--- config.mk ---
export PLATFORM = sky130hd
export DESIGN_NAME = fcc_core
export DESIGN_NICKNAME = d
export VERILOG_FILES = /design/src/pkg/fcc_pkg.sv /design/src/rtl/fcc_core.sv /design/src/rtl/fcc_sync.sv
export VERILOG_INCLUDE_DIRS = /design/src /design/src/pkg
export SDC_FILE = /design/constraint.sdc
export NUM_CORES = 1
export LEC_CHECK = 0
export BUFFER_PORTS_ARGS = -buffer_cell sky130_fd_sc_hd__buf_4
export CAP_MARGIN = 20
export CORE_ASPECT_RATIO = 1.25
export CORE_MARGIN = 2
export CORE_UTILIZATION = 54
export DETAILED_ROUTE_END_ITERATION = 8
export GPL_TIMING_DRIVEN = 0
export HOLD_SLACK_MARGIN = 0.06
export PLACE_DENSITY = 0.83
export SLEW_MARGIN = 20
export SYNTH_ARGS = -nofsm -noshare
export SYNTH_HDL_FRONTEND = slang
export SYNTH_HIERARCHICAL = 1
export SYNTH_SLANG_ARGS = --single-unit
--- constraint.sdc ---
create_clock -name clk -period 2 [get_ports clk]
set_clock_uncertainty 0.1 [all_clocks]
set_input_delay 0.4 -clock clk [delete_from_list [all_inputs] [get_ports clk]]
set_output_delay 0.4 -clock clk [all_outputs]
set_load 0.005 [all_outputs]
--- src/pkg/fcc_regs.svh ---
// Register offsets, field positions and reset values of the comparator control.
`ifndef FCC_REGS_SVH
`define FCC_REGS_SVH
`define FCC_ADDR_CONTROL 4'h0
`define FCC_ADDR_LEVEL 4'h1
`define FCC_ADDR_STATUS 4'h2
`define FCC_BIT_ENABLE 15
`define FCC_BIT_IDLE_STOP 13
`define FCC_BIT_REF_OUT 8
`define FCC_BIT_SRC_HI 7
`define FCC_BIT_SRC_LO 6
`define FCC_BIT_EXT_REF 5
`define FCC_BIT_STATE 3
`define FCC_BIT_INVERT 1
`define FCC_BIT_RANGE 0
`define FCC_CONTROL_MASK 16'ha1e3
`define FCC_CONTROL_RESET 16'h0000
`define FCC_LEVEL_RESET 10'h000
`define FCC_FILTER_CYCLES 2
`endif

--- src/pkg/fcc_pkg.sv ---
// Types shared by the comparator control block.
package fcc_pkg;
    // Reference source for the DAC.
    typedef enum logic [1:0] {
        FCC_REF_INTERNAL = 2'b00,
        FCC_REF_HALF_SUPPLY = 2'b01,
        FCC_REF_EXTERNAL = 2'b10
    } fcc_ref_type;
    // Power modes of the processor.
    typedef enum logic [1:0] {
        FCC_RUN = 2'b00,
        FCC_IDLE = 2'b01,
        FCC_SLEEP = 2'b10
    } fcc_mode_type;
endpackage : fcc_pkg

--- src/rtl/fcc_core.sv ---
// Digital control of one fast comparator channel with its reference DAC.
//-----------------------------------------------------------------------
// Operation
// RULE1: enable bit switches channel on or off
// RULE2: disabled channel powers down DAC and comparator
// RULE3: idle_stop halts channel during Idle
// RULE4: any idle_stop in group stops all
// RULE5: glitch filter drops pulses under two cycles
// RULE6: filter bypassed in Sleep or Idle
// RULE7: asynchronous event path wakes the processor; the code clocks wake_request through fcc_sync and a register instead
// RULE8: event pulse exactly one instruction cycle
// RULE9: source_select routes input A to D
// RULE10: external_ref_select picks external DAC reference
// RULE11: range bit picks half supply or internal
// RULE12: output_invert inverts comparator output
// RULE13: compare_state reads output after inversion
// RULE14: ref_out_enable connects DAC to pin
// RULE15: software sets ref_out_enable in one channel
// RULE16: unimplemented control bits read zero
// RULE17: implemented control bits reset to zero
// RULE18: filtered output feeds several consumers
// RULE19: ten-bit level field drives DAC code
// RULE20: comparator output synchronised before filter
//-----------------------------------------------------------------------
`timescale 1ns/1ps
`include "fcc_regs.svh"
module fcc_core #(
    parameter int LEVEL_W = 10
) (
    // Clock and reset.
    input wire logic clk,
    input wire logic nrst,
    // Register port.
    input wire logic [3:0] reg_addr,
    input wire logic [15:0] reg_wdata,
    input wire logic reg_wr,
    input wire logic reg_rd,
    output logic [15:0] reg_rdata,
    // Power mode of the processor.
    input wire fcc_pkg::fcc_mode_type power_mode,
    // Stop-in-Idle request gathered from the other channels.
    input wire logic group_idle_stop,
    // Raw comparator output from the analog core.
    input wire logic comp_raw,
    // Analog controls.
    output logic analog_power,
    output logic [1:0] source_select,
    output fcc_pkg::fcc_ref_type ref_source,
    output logic [LEVEL_W-1:0] ref_level,
    output logic ref_output_pin_en,
    // Own stop-in-Idle request, and consumers of the comparator result.
    output logic own_idle_stop,
    output logic comp_filtered,
    output logic event_pulse,
    output logic wake_request
);
    import fcc_pkg::*;

    //-------------------------------------------------------------------
    // Register file
    //-------------------------------------------------------------------
    logic [15:0] ctrl_reg; // Control word, only implemented bits held.
    logic [15:0] ctrl_next;
    logic [LEVEL_W-1:0] level_reg; // DAC input code.
    logic [LEVEL_W-1:0] level_next;
    logic [15:0] rdata_reg; // Read data, valid the cycle after strobe.
    logic [15:0] rdata_next;
    logic state_bit; // Polarity-corrected comparator state.
    logic filt_reg; // Filtered, polarity-corrected output.
    logic wake_reg; // Low-power wake request level.

    // Next values of the software-visible registers.
    always_comb begin
        ctrl_next = ctrl_reg;
        level_next = level_reg;
        rdata_next = 16'h0000;
        if (reg_wr && reg_addr == `FCC_ADDR_CONTROL) begin
            // Unimplemented and read-only bits drop the write.
            ctrl_next = reg_wdata & `FCC_CONTROL_MASK; // [RULE16]
        end
        if (reg_wr && reg_addr == `FCC_ADDR_LEVEL) begin
            level_next = reg_wdata[LEVEL_W-1:0]; // [RULE19]
        end
        if (reg_rd) begin
            case (reg_addr)
                `FCC_ADDR_CONTROL: begin
                    rdata_next = ctrl_reg; // [RULE16]
                    rdata_next[`FCC_BIT_STATE] = state_bit; // [RULE13]
                end
                `FCC_ADDR_LEVEL: begin
                    rdata_next = 16'(level_reg);
                end
                `FCC_ADDR_STATUS: begin
                    rdata_next = {13'h0000, wake_reg, filt_reg,
                        state_bit};
                end
                default: begin
                    // Unmapped addresses read as zero.
                    rdata_next = 16'h0000;
                end
            endcase
        end
    end

    // Register the software state; all bits clear at reset.
    always_ff @(posedge clk or negedge nrst) begin
        if (!nrst) begin
            ctrl_reg <= `FCC_CONTROL_RESET; // [RULE17]
            level_reg <= `FCC_LEVEL_RESET; // [RULE17]
            rdata_reg <= 16'h0000;
        end else begin
            ctrl_reg <= ctrl_next;
            level_reg <= level_next;
            rdata_reg <= rdata_next;
        end
    end

    //-------------------------------------------------------------------
    // Run control
    //-------------------------------------------------------------------
    logic enabled;
    logic in_idle;
    logic in_low_power;
    logic running;

    // Idle stops the channel when this or any other channel asks for it.
    always_comb begin
        enabled = ctrl_reg[`FCC_BIT_ENABLE]; // [RULE1]
        in_idle = (power_mode == FCC_IDLE);
        in_low_power = (power_mode != FCC_RUN);
        running = enabled && !(in_idle && // [RULE3]
            (ctrl_reg[`FCC_BIT_IDLE_STOP] ||
            group_idle_stop)); // [RULE4]
    end

    //-------------------------------------------------------------------
    // Comparator path
    //-------------------------------------------------------------------
    logic comp_sync;

    // Raw output crosses into the clock domain before any use.
    fcc_sync u_sync (
        .clk(clk),
        .nrst(nrst),
        .async_in(comp_raw),
        .sync_out(comp_sync)
    ); // [RULE20]

    assign state_bit = running &&
        (comp_sync ^ ctrl_reg[`FCC_BIT_INVERT]); // [RULE12]

    logic filt_next;
    logic cand_reg; // Candidate level under test.
    logic cand_next;
    logic [1:0] cnt_reg; // Cycles the candidate has held.
    logic [1:0] cnt_next;
    logic pulse_reg;
    logic pulse_next;
    logic wake_next;

    // A change is accepted only after it has held two whole cycles;
    // in Sleep or Idle the filter is skipped so a wake can pass at once.
    always_comb begin
        filt_next = filt_reg;
        cand_next = state_bit;
        cnt_next = cnt_reg;
        if (state_bit != cand_reg) begin
            cnt_next = 2'h1;
        end else if (cnt_reg < 2'(`FCC_FILTER_CYCLES)) begin
            cnt_next = cnt_reg + 2'h1;
        end
        if (in_low_power) begin
            filt_next = state_bit; // [RULE6]
        end else if (state_bit == cand_reg &&
            cnt_reg >= 2'(`FCC_FILTER_CYCLES - 1)) begin
            filt_next = state_bit; // [RULE5]
        end
        // Rising edge of the filtered output gives one-cycle pulse.
        pulse_next = filt_next && !filt_reg; // [RULE8]
        // Wake request while asleep, on an accepted event.
        wake_next = in_low_power && state_bit; // [RULE7]
    end

    // Register the filter, pulse and wake state.
    always_ff @(posedge clk or negedge nrst) begin
        if (!nrst) begin
            filt_reg <= 1'b0;
            cand_reg <= 1'b0;
            cnt_reg <= 2'h0;
            pulse_reg <= 1'b0;
            wake_reg <= 1'b0;
        end else begin
            filt_reg <= filt_next;
            cand_reg <= cand_next;
            cnt_reg <= cnt_next;
            pulse_reg <= pulse_next;
            wake_reg <= wake_next;
        end
    end

    //-------------------------------------------------------------------
    // Analog control outputs
    //-------------------------------------------------------------------
    logic power_reg;
    logic [1:0] src_reg;
    fcc_ref_type refsrc_reg;
    fcc_ref_type refsrc_next;
    logic [LEVEL_W-1:0] lvl_out_reg;
    logic pin_reg;
    logic stop_reg;

    // Pick the DAC reference: external wins, else range bit decides.
    always_comb begin
        if (ctrl_reg[`FCC_BIT_EXT_REF]) begin
            refsrc_next = FCC_REF_EXTERNAL; // [RULE10]
        end else if (ctrl_reg[`FCC_BIT_RANGE]) begin
            refsrc_next = FCC_REF_HALF_SUPPLY; // [RULE11]
        end else begin
            refsrc_next = FCC_REF_INTERNAL; // [RULE11]
        end
    end

    // Analog settings are registered so the outputs stay glitch free.
    always_ff @(posedge clk or negedge nrst) begin
        if (!nrst) begin
            power_reg <= 1'b0;
            src_reg <= 2'h0;
            refsrc_reg <= FCC_REF_INTERNAL;
            lvl_out_reg <= `FCC_LEVEL_RESET;
            pin_reg <= 1'b0;
            stop_reg <= 1'b0;
        end else begin
            // Power covers both DAC and comparator together.
            power_reg <= running; // [RULE2]
            src_reg <= ctrl_reg[`FCC_BIT_SRC_HI:`FCC_BIT_SRC_LO]; // [RULE9]
            refsrc_reg <= refsrc_next;
            lvl_out_reg <= level_reg; // [RULE19]
            // Several channels driving the pin is software's fault.
            pin_reg <= ctrl_reg[`FCC_BIT_REF_OUT] && running; // [RULE14]
            stop_reg <= ctrl_reg[`FCC_BIT_IDLE_STOP];
        end
    end

    // Every output comes straight from a flip-flop; the filtered level
    // fans out to interrupt, ADC trigger and PWM logic alike.
    assign reg_rdata = rdata_reg;
    assign analog_power = power_reg;
    assign source_select = src_reg;
    assign ref_source = refsrc_reg;
    assign ref_level = lvl_out_reg;
    assign ref_output_pin_en = pin_reg;
    assign own_idle_stop = stop_reg;
    assign comp_filtered = filt_reg; // [RULE18]
    assign event_pulse = pulse_reg; // [RULE8]
    assign wake_request = wake_reg;

    //-------------------------------------------------------------------
    // Checks
    //-------------------------------------------------------------------
    // A trigger that stood two cycles would start two conversions.
    pulse_one_a: assert property ( // [RULE8]
        @(posedge clk) disable iff (!nrst)
        event_pulse |=> !event_pulse)
        else $error("event pulse longer than one cycle");
    // A disabled channel keeps DAC and comparator unpowered.
    power_off_a: assert property ( // [RULE2]
        @(posedge clk) disable iff (!nrst)
        !enabled |=> !analog_power)
        else $error("channel powered while disabled");
    // Another channel's stop request is obeyed in Idle.
    group_stop_a: assert property ( // [RULE4]
        @(posedge clk) disable iff (!nrst)
        (in_idle && group_idle_stop) |=> !analog_power)
        else $error("group idle stop ignored");
    // A fresh rise in run mode is never accepted at once.
    glitch_drop_a: assert property ( // [RULE5]
        @(posedge clk) disable iff (!nrst)
        (power_mode == FCC_RUN && $past(power_mode) == FCC_RUN &&
         state_bit && !cand_reg && !filt_reg)
        |=> !filt_reg)
        else $error("filter passed a one-cycle change");
    // Unimplemented control bits can never hold a one.
    reserved_zero_a: assert property ( // [RULE16]
        @(posedge clk) disable iff (!nrst)
        (ctrl_reg & ~`FCC_CONTROL_MASK) == 16'h0000)
        else $error("unimplemented control bit set");
    // The state bit read back is the inverted, running level.
    read_state_a: assert property ( // [RULE13]
        @(posedge clk) disable iff (!nrst)
        (reg_rd && reg_addr == `FCC_ADDR_CONTROL)
        |=> reg_rdata[`FCC_BIT_STATE] == $past(state_bit))
        else $error("compare state read wrong");
    // External reference overrides the range bit.
    ref_pick_a: assert property ( // [RULE10]
        @(posedge clk) disable iff (!nrst)
        ctrl_reg[`FCC_BIT_EXT_REF] |=> ref_source == FCC_REF_EXTERNAL)
        else $error("external reference not chosen");
    // In low power the filter follows the state one cycle later, unfiltered.
    bypass_low_a: assert property ( // [RULE6]
        @(posedge clk) disable iff (!nrst)
        in_low_power |=> filt_reg == $past(state_bit))
        else $error("filter not bypassed in low power");
    // Asleep, the wake level tracks the compare state.
    wake_level_a: assert property ( // [RULE7]
        @(posedge clk) disable iff (!nrst)
        in_low_power |=> wake_request == $past(state_bit))
        else $error("wake request missed in low power");
    // The input mux follows the select field one cycle later.
    source_route_a: assert property ( // [RULE9]
        @(posedge clk) disable iff (!nrst)
        source_select == $past(ctrl_reg[`FCC_BIT_SRC_HI:`FCC_BIT_SRC_LO]))
        else $error("input source not routed");
    // A stopped channel never drives the shared reference pin.
    pin_gate_a: assert property ( // [RULE14]
        @(posedge clk) disable iff (!nrst)
        !running |=> !ref_output_pin_en)
        else $error("reference pin driven while stopped");
endmodule : fcc_core

--- src/rtl/fcc_sync.sv ---
// Three-stage synchroniser with agreement of the last two stages.
`timescale 1ns/1ps
module fcc_sync (
    // Clock and reset.
    input wire logic clk,
    input wire logic nrst,
    // Asynchronous level in, clean level out.
    input wire logic async_in,
    output logic sync_out
);
    logic s1_reg;
    logic s2_reg;
    logic s3_reg;
    logic out_reg;
    logic out_next;

    // The held level changes only once stage two and three agree.
    always_comb begin
        out_next = out_reg;
        if (s2_reg == s3_reg) begin
            out_next = s3_reg;
        end
    end

    // Registers only; stage one is read only by stage two.
    always_ff @(posedge clk or negedge nrst) begin
        if (!nrst) begin
            s1_reg <= 1'b0;
            s2_reg <= 1'b0;
            s3_reg <= 1'b0;
            out_reg <= 1'b0;
        end else begin
            s1_reg <= async_in;
            s2_reg <= s1_reg;
            s3_reg <= s2_reg;
            out_reg <= out_next;
        end
    end

    assign sync_out = out_reg;
endmodule : fcc_sync

==> results of run 1 <==
==> stage by stage <==
| step | hold WS, ns | cells | setup WS (ns) | area [um2] |
|---|---|---|---|---|
| 2_1_floorplan | 0.00441 | 143 | 0.631 | 2110 |
| 3_3_place_gp | 0.236 | 237 | 0.494 | 2570 |
| 3_5_place_dp | 0.239 | 237 | 0.472 | 2570 |
| 4_1_cts | 0.0701 | 253 | 0.584 | 2740 |
| 5_1_grt | 0.0770 | 253 | 0.572 | 2740 |
| 6_report | 0.0818 | 253 | 0.603 | 2740 |
==> Yosys cell counts (all sizes together) (2+ instances only) <==
cell type,count,area (um2)
dfrtp,57,1430
mux2,18,203
nor2,14,60.1
a22oi,6,45.0
buf,6,42.5
and3,5,31.3
nor2b,5,46.3
inv,4,15.0
a21oi,2,10.0
and2,2,12.5
mux2i,2,20.0
nand2,2,7.51
nand3,2,27.5
o311a,2,31.3
xor2,2,17.5
==> layout make-up <==
| cell class | count | area [um2] | area share (%) |
|---|---|---|---|
| tap | 40 | 50.0 | 1.83 |
| sequential | 57 | 1430 | 52.1 |
| inverter | 4 | 15.0 | 0.548 |
| timing repair buffer | 55 | 415 | 15.2 |
| clock inverter | 4 | 20.0 | 0.731 |
| multi-input combinational | 76 | 629 | 23.0 |
| clock buffer | 11 | 141 | 5.16 |
| buffer | 6 | 42.5 | 1.55 |
==> final timing paths <==
path / slack (ns) / endpoint / depth (start not counted)
worst max-delay path: 0.60 / comp_filtered / 1
worst min-delay path: 0.08 / u_sync/s1_reg / 1
worst max register to register: 0.61 / comp_filtered / 4
worst min register to register: 0.26 / u_sync/s2_reg / 0
max in group asynchronous: 0.79 / reg_rdata[4] / 2
min in group asynchronous: 0.56 / ref_source[1] / 2
==> power groups by stage <==
stage / Combinational, mW / Clock [mW] / Sequential [mW]
6_report: 0.502 / 0.881 / 1.49
5_1_grt: 0.552 / 0.941 / 1.52
4_1_cts: 0.511 / 0.894 / 1.49
3_5_place_dp: 0.506 / 0 / 1.51
3_3_place_gp: 0.481 / 0 / 1.50
2_1_floorplan: 0.237 / 0 / 1.49
==> cell families after synthesis <==
| logic type | count (synthesis) | share of synthesized area, % |
|---|---|---|
| other | 1 | 0.178 |
| adders and majority gates | 2 | 1.13 |
| DFF | 57 | 67.9 |
| AOI/OAI and AO/OA | 14 | 5.42 |
| muxes | 20 | 10.6 |
| buffers and inverters | 10 | 2.74 |
| and+or+nand+nor | 33 | 10.5 |
| xor gates and xnor gates | 3 | 1.61 |
==> timing repair <==
item	CTS	global route
gates resized for setup	0	0
buffers inserted	0	0
hold buffers	1	0
endpoints found under the hold margin	57	0
==> routing by layer <==
metal  vias up  track usage, %  wire (um)
met5         -               0          0
met4         0            13.6        103
met3        11            4.05        246
met2        60            34.2       2190
met1       667            23.5       1500
li1        610               -          -
==> impl_metrics.env, run 1 <==
export IMPL_clock_sinks=57
export IMPL_initial_core_util_pct=56.0
export IMPL_comb_power_share_pct=17.5
export IMPL_layout_common_cells="buf_4 (59), dfrtp_1 (57), mux2_2 (18), nor2_1 (13), clkbuf_8 (10)"
export IMPL_tightest_slew_ns=0.672
export IMPL_setup_viol=0
export IMPL_cts_buffers_inserted=9
export IMPL_cpPeakStageDelay_ns=0.42
export IMPL_p_sw_share_pct=25.9
export IMPL_grt_pass1_wl_mm=6.38
export IMPL_synth_edf_count=0
export IMPL_yosysWarnings=6
export IMPL_hold_class="input port to register"
export IMPL_synthDistinctLibCells=31
export IMPL_rsz0062_at_grt="false"
export IMPL_clkTransAtPathRegs_ns=0.06
export IMPL_cts_tree="done"
export IMPL_critPathCaptureType="output pin"
export IMPL_power_density_nw_per_um2=1050
export IMPL_synth_seq_area_share_pct=67.9
export IMPL_fin_crit_sh_pct=69.8
export IMPL_chipHeight_um=73.8
export IMPL_first_global_vias=1369
export IMPL_crit_chain="buf_4"
export IMPL_cap_violations=0
export IMPL_p_int_mw=2.13
export IMPL_synth_area_per_cell_um2=15.0
export IMPL_max_slew_margin_pct=55.2
export IMPL_io_pins=64
export IMPL_final_common_cell="buf_4"
export IMPL_die_w_um=59.8
export IMPL_p_clk_share_pct=30.6
export IMPL_wl_mm=4.04
export IMPL_critical_path_buf_inv_count=1
export IMPL_drc_errors=0
export IMPL_clock_path_buffers=2
export IMPL_fin_util_pct=73.0
export IMPL_final_nets=238
export IMPL_viasPerCell=5.33
export IMPL_min_period_ns=1.40
export IMPL_ys_flop_type="dfrtp_1"
export IMPL_netlist_instances=140
export IMPL_start_kind="register"
export IMPL_grt_max_degree=58
export IMPL_antenna_found_initial=0
export IMPL_required_ns=1.50
export IMPL_drt_iter0_markers=36
export IMPL_async_flop_share_pct=100
export IMPL_hpwlAfterDp_mm=2.86
export IMPL_worstReg2RegStart="ctrl_reg[13]"
export IMPL_vias=1348
export IMPL_cp_top_family="flip-flops"
export IMPL_slowest_stage="dfrtp_1"
export IMPL_worst_ep_arrival_time_ns=0.90
export IMPL_critPathLaunch="comp_filtered"
export IMPL_gp_congestion=0.750
export IMPL_num_antenna_cells=0
export IMPL_h_tree_depth=3
export IMPL_fin_tns_setup_ns=0
export IMPL_area_growth_pct=30.4
export IMPL_p_leak_nw=1.38
export IMPL_num_fill_cells=255
export IMPL_dieArea_um2=4410
export IMPL_grtUsageTotal_pct=20.5
export IMPL_clock_fmax_ghz=0.716
export IMPL_port_buffers=54
export IMPL_hold_viol=0
export IMPL_largest_register_ffs=12
export IMPL_crit_fanout=5
export IMPL_status="finished clean"
export IMPL_worstHoldStart="comp_raw"
export IMPL_worst_setup_path_type="register to output pin"
export IMPL_irDropWorstVdd_uv=617
export IMPL_clk_latency_ns=0.32
export IMPL_ant_nets=0
export IMPL_firstDrtPassIters=4
export IMPL_finalPower_mw=2.88
export IMPL_slew_viol_final=0
export IMPL_fp_row_count=25
export IMPL_p_switching_mw=0.744
export IMPL_core_area_um2=3750
export IMPL_yosys_register_bits=57
export IMPL_drive_gt1_share_pct=47.4
export IMPL_p_seq_share_pct=51.9
export IMPL_grt_overflow=0
export IMPL_wl_per_cell_um=16.0
export IMPL_netlist_area_um2=2100
export IMPL_cts_root_buf="clkbuf_8"
Power figures use the tool's default switching activity.
==> run 2: changes to the inputs <==
--- a/config.mk
+++ b/config.mk
@@ -10,11 +10,11 @@
 export CAP_MARGIN = 20
 export CORE_ASPECT_RATIO = 1.25
 export CORE_MARGIN = 2
-export CORE_UTILIZATION = 54
+export CORE_UTILIZATION = 50
 export DETAILED_ROUTE_END_ITERATION = 8
 export GPL_TIMING_DRIVEN = 0
 export HOLD_SLACK_MARGIN = 0.06
-export PLACE_DENSITY = 0.83
+export PLACE_DENSITY = 0.78
 export SLEW_MARGIN = 20
 export SYNTH_ARGS = -nofsm -noshare
 export SYNTH_HDL_FRONTEND = slang
==> constraint.sdc (replaced) <==
create_clock -name clk -period 1.4 [get_ports clk]
set_clock_uncertainty 0.1 [all_clocks]
set_input_delay 0.28 -clock clk [delete_from_list [all_inputs] [get_ports clk]]
set_output_delay 0.28 -clock clk [all_outputs]
set_load 0.005 [all_outputs]
==> run 2 against run 1 <==
  * Sequential power up 43%
  * Non-clock buffer count up 1
  * Setup slack worse by 0.54 ns
  * Clock-buffer cell count up 1
  * First-iteration DRC count up 56%
  * Critical endpoint is now comp_filtered
  * Largest power group unchanged
==> impl_metrics.env, run 2 (same netlist as run 1, synthesis figures left out) <==
export IMPL_status="finished clean"
export IMPL_grt_use_met3_pct=7.64
export IMPL_grt_max_degree=58
export IMPL_power_density_nw_per_um2=1540
export IMPL_use_met1_pct=20.3
export IMPL_hpwlAfterDp_mm=2.77
export IMPL_r2r_cells=4
export IMPL_critical_path_buf_inv_count=0
export IMPL_crit_chain="nor2_1 > o311a_4 > nor2b_4 > nand3b_1"
export IMPL_wl_per_cell_um=14.6
export IMPL_initial_core_util_pct=51.7
export IMPL_final_common_cell="buf_4"
export IMPL_first_global_vias=1309
export IMPL_hold_path_depth=2
export IMPL_largest_register_ffs=12
export IMPL_worstHoldStart="reg_wdata[13]"
export IMPL_ant_nets=0
export IMPL_min_period_ns=1.34
export IMPL_required_ns=1.51
export IMPL_rrSetupSlack_ns=0.06
export IMPL_viasPerCell=4.84
export IMPL_vias=1308
export IMPL_die_w_um=62.0
export IMPL_worst_setup_path_type="register to register"
export IMPL_clkTransAtPathRegs_ns=0.07
export IMPL_rsz0062_at_grt="false"
export IMPL_io_pins=64
export IMPL_placed_area_um2=2590
export IMPL_h_tree_depth=3
export IMPL_worstReg2RegStart="ctrl_reg[13]"
export IMPL_antenna_found_initial=0
export IMPL_cts_setup_buffers=0
export IMPL_layout_setup_ws_ns=0.0648
export IMPL_grtUsageTotal_pct=18.2
export IMPL_cp_top_family="simple AND/OR/NAND/NOR gates"
export IMPL_clock_path_buffers=2
export IMPL_area_growth_pct=33.4
export IMPL_dp_slack_ns=-0.0254
export IMPL_clock_sinks=57
export IMPL_irDropWorstVdd_uv=962
export IMPL_cpPeakStageDelay_ns=0.37
export IMPL_grt_overflow=0
export IMPL_final_nets=239
export IMPL_cts_tree="done"
export IMPL_hold_viol=0
export IMPL_grt_pass1_wl_mm=6.18
export IMPL_slew_viol_final=0
export IMPL_max_slew_margin_pct=54.6
export IMPL_cts_root_buf="clkbuf_8"
export IMPL_clk_latency_ns=0.33
export IMPL_drive_gt1_share_pct=47.2
export IMPL_critPathCaptureType="register"
export IMPL_hold_class="input port to register"
export IMPL_min_to="ctrl_reg[13]"
export IMPL_gp_congestion=0.771
export IMPL_cts_buffers_inserted=9
export IMPL_p_leak_nw=1.40
export IMPL_clock_fmax_ghz=0.749
export IMPL_r2r_end="comp_filtered"
export IMPL_fp_row_count=26
export IMPL_grt_use_met2_pct=29.1
export IMPL_fin_crit_sh_pct=95.4
export IMPL_dieArea_um2=4740
export IMPL_worst_ep_arrival_time_ns=1.44
export IMPL_num_antenna_cells=0
export IMPL_drc_errors=0
export IMPL_grt_busiest_layer="met2"
export IMPL_start_kind="register"
export IMPL_drt_iter0_markers=56
export IMPL_wl_mm=3.95
export IMPL_layout_common_cells="buf_4 (59), dfrtp_1 (57), mux2_2 (18), nor2_1 (13), clkbuf_8 (11)"
export IMPL_core_area_um2=4070
export IMPL_port_buffers=54
export IMPL_tightest_slew_ns=0.681
export IMPL_slowest_stage="dfrtp_1"
export IMPL_crit_fanout=7
export IMPL_setup_viol=0
export IMPL_postLayoutCellArea_um2=2800
export IMPL_firstDrtPassIters=4
export IMPL_cap_violations=0
export IMPL_fin_tns_setup_ns=0
export IMPL_chipHeight_um=76.5
[run 2: cell count changes in the layout (fill, tap and decap cells not counted), sizes merged]
cell	before	now
bufinv	0	1
clkbuf	11	12
clkinv	4	2
dlygate4sd3	1	2
[run 2: cell type report]
type                    count  area (um2)
fillers                   291        1260
flip-flops and latches     57        1430
inverters                   4        15.0
clock buffers              12         155
multi-input cells          76         629
repair buffers             56         425
plain buffers               6        42.5
well taps                  56        70.1
clock inverters             3        40.0
[run 2: worst max path at each step]
| stage | depth (start not counted) | slack [ns] | end | from |
|---|---|---|---|---|
| 2_1_floorplan | 4 | 0.15 | level_reg[0] | reg_addr[0] |
| 3_3_place_gp | 4 | 0.008 | ctrl_reg[7] | reg_addr[3] |
| 4_1_cts | 4 | 0.06 | comp_filtered | ctrl_reg[13] |
| 3_5_place_dp | 4 | -0.03 | ctrl_reg[7] | reg_addr[3] |
| 5_1_grt | 4 | 0.0004 | comp_filtered | ctrl_reg[13] |
| 6_report | 4 | 0.06 | comp_filtered | ctrl_reg[13] |
[run 2: per-layer routing]
layer | vias to the layer above | part of all wire [%]
li1 | 611 | -
met1 | 638 | 38
met2 | 47 | 53
met3 | 12 | 5.7
met4 | 0 | 2.8
met5 | - | 0
[run 2: power by group]
group          leakage, nW  internal [mW]  switching (mW)  total (mW)
Clock                0.102          0.903           0.575        1.48
Combinational        0.578          0.431           0.280       0.711
Sequential           0.721           1.95           0.187        2.13
Total                 1.40           3.28            1.04        4.32
[run 2: what timing repair did]
action,CTS,global route
hold endpoints to repair,58,0
hold buffers,2,0
resized for setup,0,0
[run 2: metrics by stage]
stage / total power, mW / utilization (%) / std cells / hold slack [ns]
5_1_grt: 4.53 / 69.0 / 270 / 0.0765
2_1_floorplan: 2.47 / - / 143 / -0.116
3_5_place_dp: 2.88 / 63.7 / 253 / 0.236
6_report: 4.32 / 69.0 / 270 / 0.0840
3_3_place_gp: 2.82 / 63.7 / 253 / 0.237
4_1_cts: 4.37 / 69.0 / 270 / 0.0763
==> run 3: changes to the inputs <==
--- a/config.mk
+++ b/config.mk
@@ -8,7 +8,6 @@
 export LEC_CHECK = 0
 export BUFFER_PORTS_ARGS = -buffer_cell sky130_fd_sc_hd__buf_4
 export CAP_MARGIN = 20
-export CORE_ASPECT_RATIO = 1.25
 export CORE_MARGIN = 2
 export CORE_UTILIZATION = 50
 export DETAILED_ROUTE_END_ITERATION = 8
==> run 3 against run 2 <==
  * Sequential power is essentially flat
  * Global-route usage grew 0.78 points
  * Clock power grew 7%
  * Die area is essentially flat
  * Hold slack lost 0.0017 ns
  * Cell count shrank 1.9%
  * Sequential share of layout area shrank 0.34 points
  * Critical endpoint unchanged
  * Largest cell class unchanged
==> impl_metrics.env, run 3 (same netlist as run 1, synthesis figures left out) <==
export IMPL_cap_violations=0
export IMPL_power_density_nw_per_um2=1580
export IMPL_grt_max_degree=58
export IMPL_dpl_cell_count=247
export IMPL_die_w_um=68.8
export IMPL_firstDrtPassIters=6
export IMPL_p_leak_nw=1.42
export IMPL_clock_sinks=57
export IMPL_initial_core_util_pct=52.2
export IMPL_clk_latency_ns=0.33
export IMPL_worst_ep_arrival_time_ns=1.43
export IMPL_rsz0062_at_grt="false"
export IMPL_status="finished clean"
export IMPL_worstHoldStart="reg_wdata[13]"
export IMPL_dieArea_um2=4740
export IMPL_clock_fmax_ghz=0.754
export IMPL_fin_tns_setup_ns=0
export IMPL_tightest_slew_ns=0.675
export IMPL_vias=1348
export IMPL_grt_pass1_wl_mm=6.16
export IMPL_h_tree_depth=3
export IMPL_layout_setup_ws_ns=0.0729
export IMPL_num_fill_cells=287
export IMPL_critPathCaptureType="register"
export IMPL_num_antenna_cells=0
export IMPL_r2r_cells=4
export IMPL_hold_viol=0
export IMPL_max_slew_margin_pct=55.0
export IMPL_setup_viol=0
export IMPL_fin_util_pct=70.1
export IMPL_cts_root_buf="clkbuf_8"
export IMPL_final_common_cell="buf_4"
export IMPL_largest_register_ffs=12
export IMPL_grt_overflow=0
export IMPL_start_kind="register"
export IMPL_gp_congestion=0.820
export IMPL_layout_common_cells="buf_4 (60), dfrtp_1 (57), mux2_2 (18), nor2_1 (13), clkbuf_8 (13)"
export IMPL_io_pins=64
export IMPL_viasPerCell=5.09
export IMPL_worstReg2RegStart="ctrl_reg[13]"
export IMPL_fp_row_count=23
export IMPL_r2r_end="comp_filtered"
export IMPL_required_ns=1.50
export IMPL_ant_nets=0
export IMPL_grtUsageTotal_pct=19.0
export IMPL_cts_buffers_inserted=9
export IMPL_rrSetupSlack_ns=0.07
export IMPL_cts_tree="done"
export IMPL_first_global_vias=1339
export IMPL_min_to="ctrl_reg[13]"
export IMPL_irDropWorstVdd_uv=941
export IMPL_dp_slack_ns=-0.0207
export IMPL_whs_ns=0.0822
export IMPL_placed_area_um2=2580
export IMPL_clkTransAtPathRegs_ns=0.06
export IMPL_postLayoutCellArea_um2=2820
export IMPL_area_growth_pct=34.3
export IMPL_drt_iter0_markers=77
export IMPL_chipHeight_um=68.8
export IMPL_clock_path_buffers=2
export IMPL_instances_no_fill=265
export IMPL_drive_gt1_share_pct=47.9
export IMPL_core_area_um2=4030
export IMPL_wl_mm=3.89
export IMPL_port_buffers=54
export IMPL_drc_errors=0
export IMPL_hold_path_depth=2
export IMPL_fin_crit_sh_pct=94.8
export IMPL_slew_viol_final=0
export IMPL_antenna_found_initial=0
export IMPL_crit_fanout=7
export IMPL_min_period_ns=1.33
export IMPL_worst_setup_path_type="register to register"
export IMPL_wl_per_cell_um=14.7
export IMPL_hpwlAfterDp_mm=2.78
export IMPL_final_nets=240
export IMPL_finalPower_mw=4.46
export IMPL_ctsResizeCount=0
export IMPL_hold_class="input port to register"
run 3: power breakdown:
group / internal (mW) / switching (mW)
registers: 1.95 / 0.188
logic: 0.440 / 0.286
clock network: 1.00 / 0.592
total: 3.39 / 1.07
run 3: layout make-up:
cell class	instances	area (um2)	share of cell area, %
timing repair buffer	57	433	15.3
inverter	4	15.0	0.532
tap	50	62.6	2.22
clock inverter	2	35.0	1.24
buffer	6	42.5	1.51
clock buffer	13	179	6.34
multi-input combinational	76	629	22.3
sequential	57	1430	50.5
run 3: critical path, cell delays in order (launching register included):
cell,delay [ns]
dfrtp_1,0.37
nor2_1,0.07
o311a_4,0.36
nor2b_4,0.14
nand3b_1,0.16
run 3: worst max-delay path by stage:
stage,startpoint,endpoint,slack [ns],cells after the start
6_report,ctrl_reg[13],comp_filtered,0.07,4
5_1_grt,ctrl_reg[13],comp_filtered,0.007,4
4_1_cts,ctrl_reg[1],cnt_reg[1],0.05,4
3_5_place_dp,reg_addr[3],ctrl_reg[7],-0.02,4
3_3_place_gp,reg_addr[3],ctrl_reg[7],-0.01,4
2_1_floorplan,reg_addr[0],level_reg[0],0.15,4
run 3: repair_timing:
action | 4_1_cts | 5_1_grt
setup endpoints to repair | 0 | 2
endpoints found under the hold margin | 58 | 0
hold buffers | 2 | 0
buffers inserted | 0 | 1
run 3: routing by layer:
layer / GRT usage, % / vias to the layer above / wire length [um]
li1: - / 615 / -
met1: 23.2 / 676 / 1550
met2: 30.2 / 49 / 2010
met3: 4.87 / 8 / 277
met4: 11.8 / 0 / 52
met5: 0 / - / 0
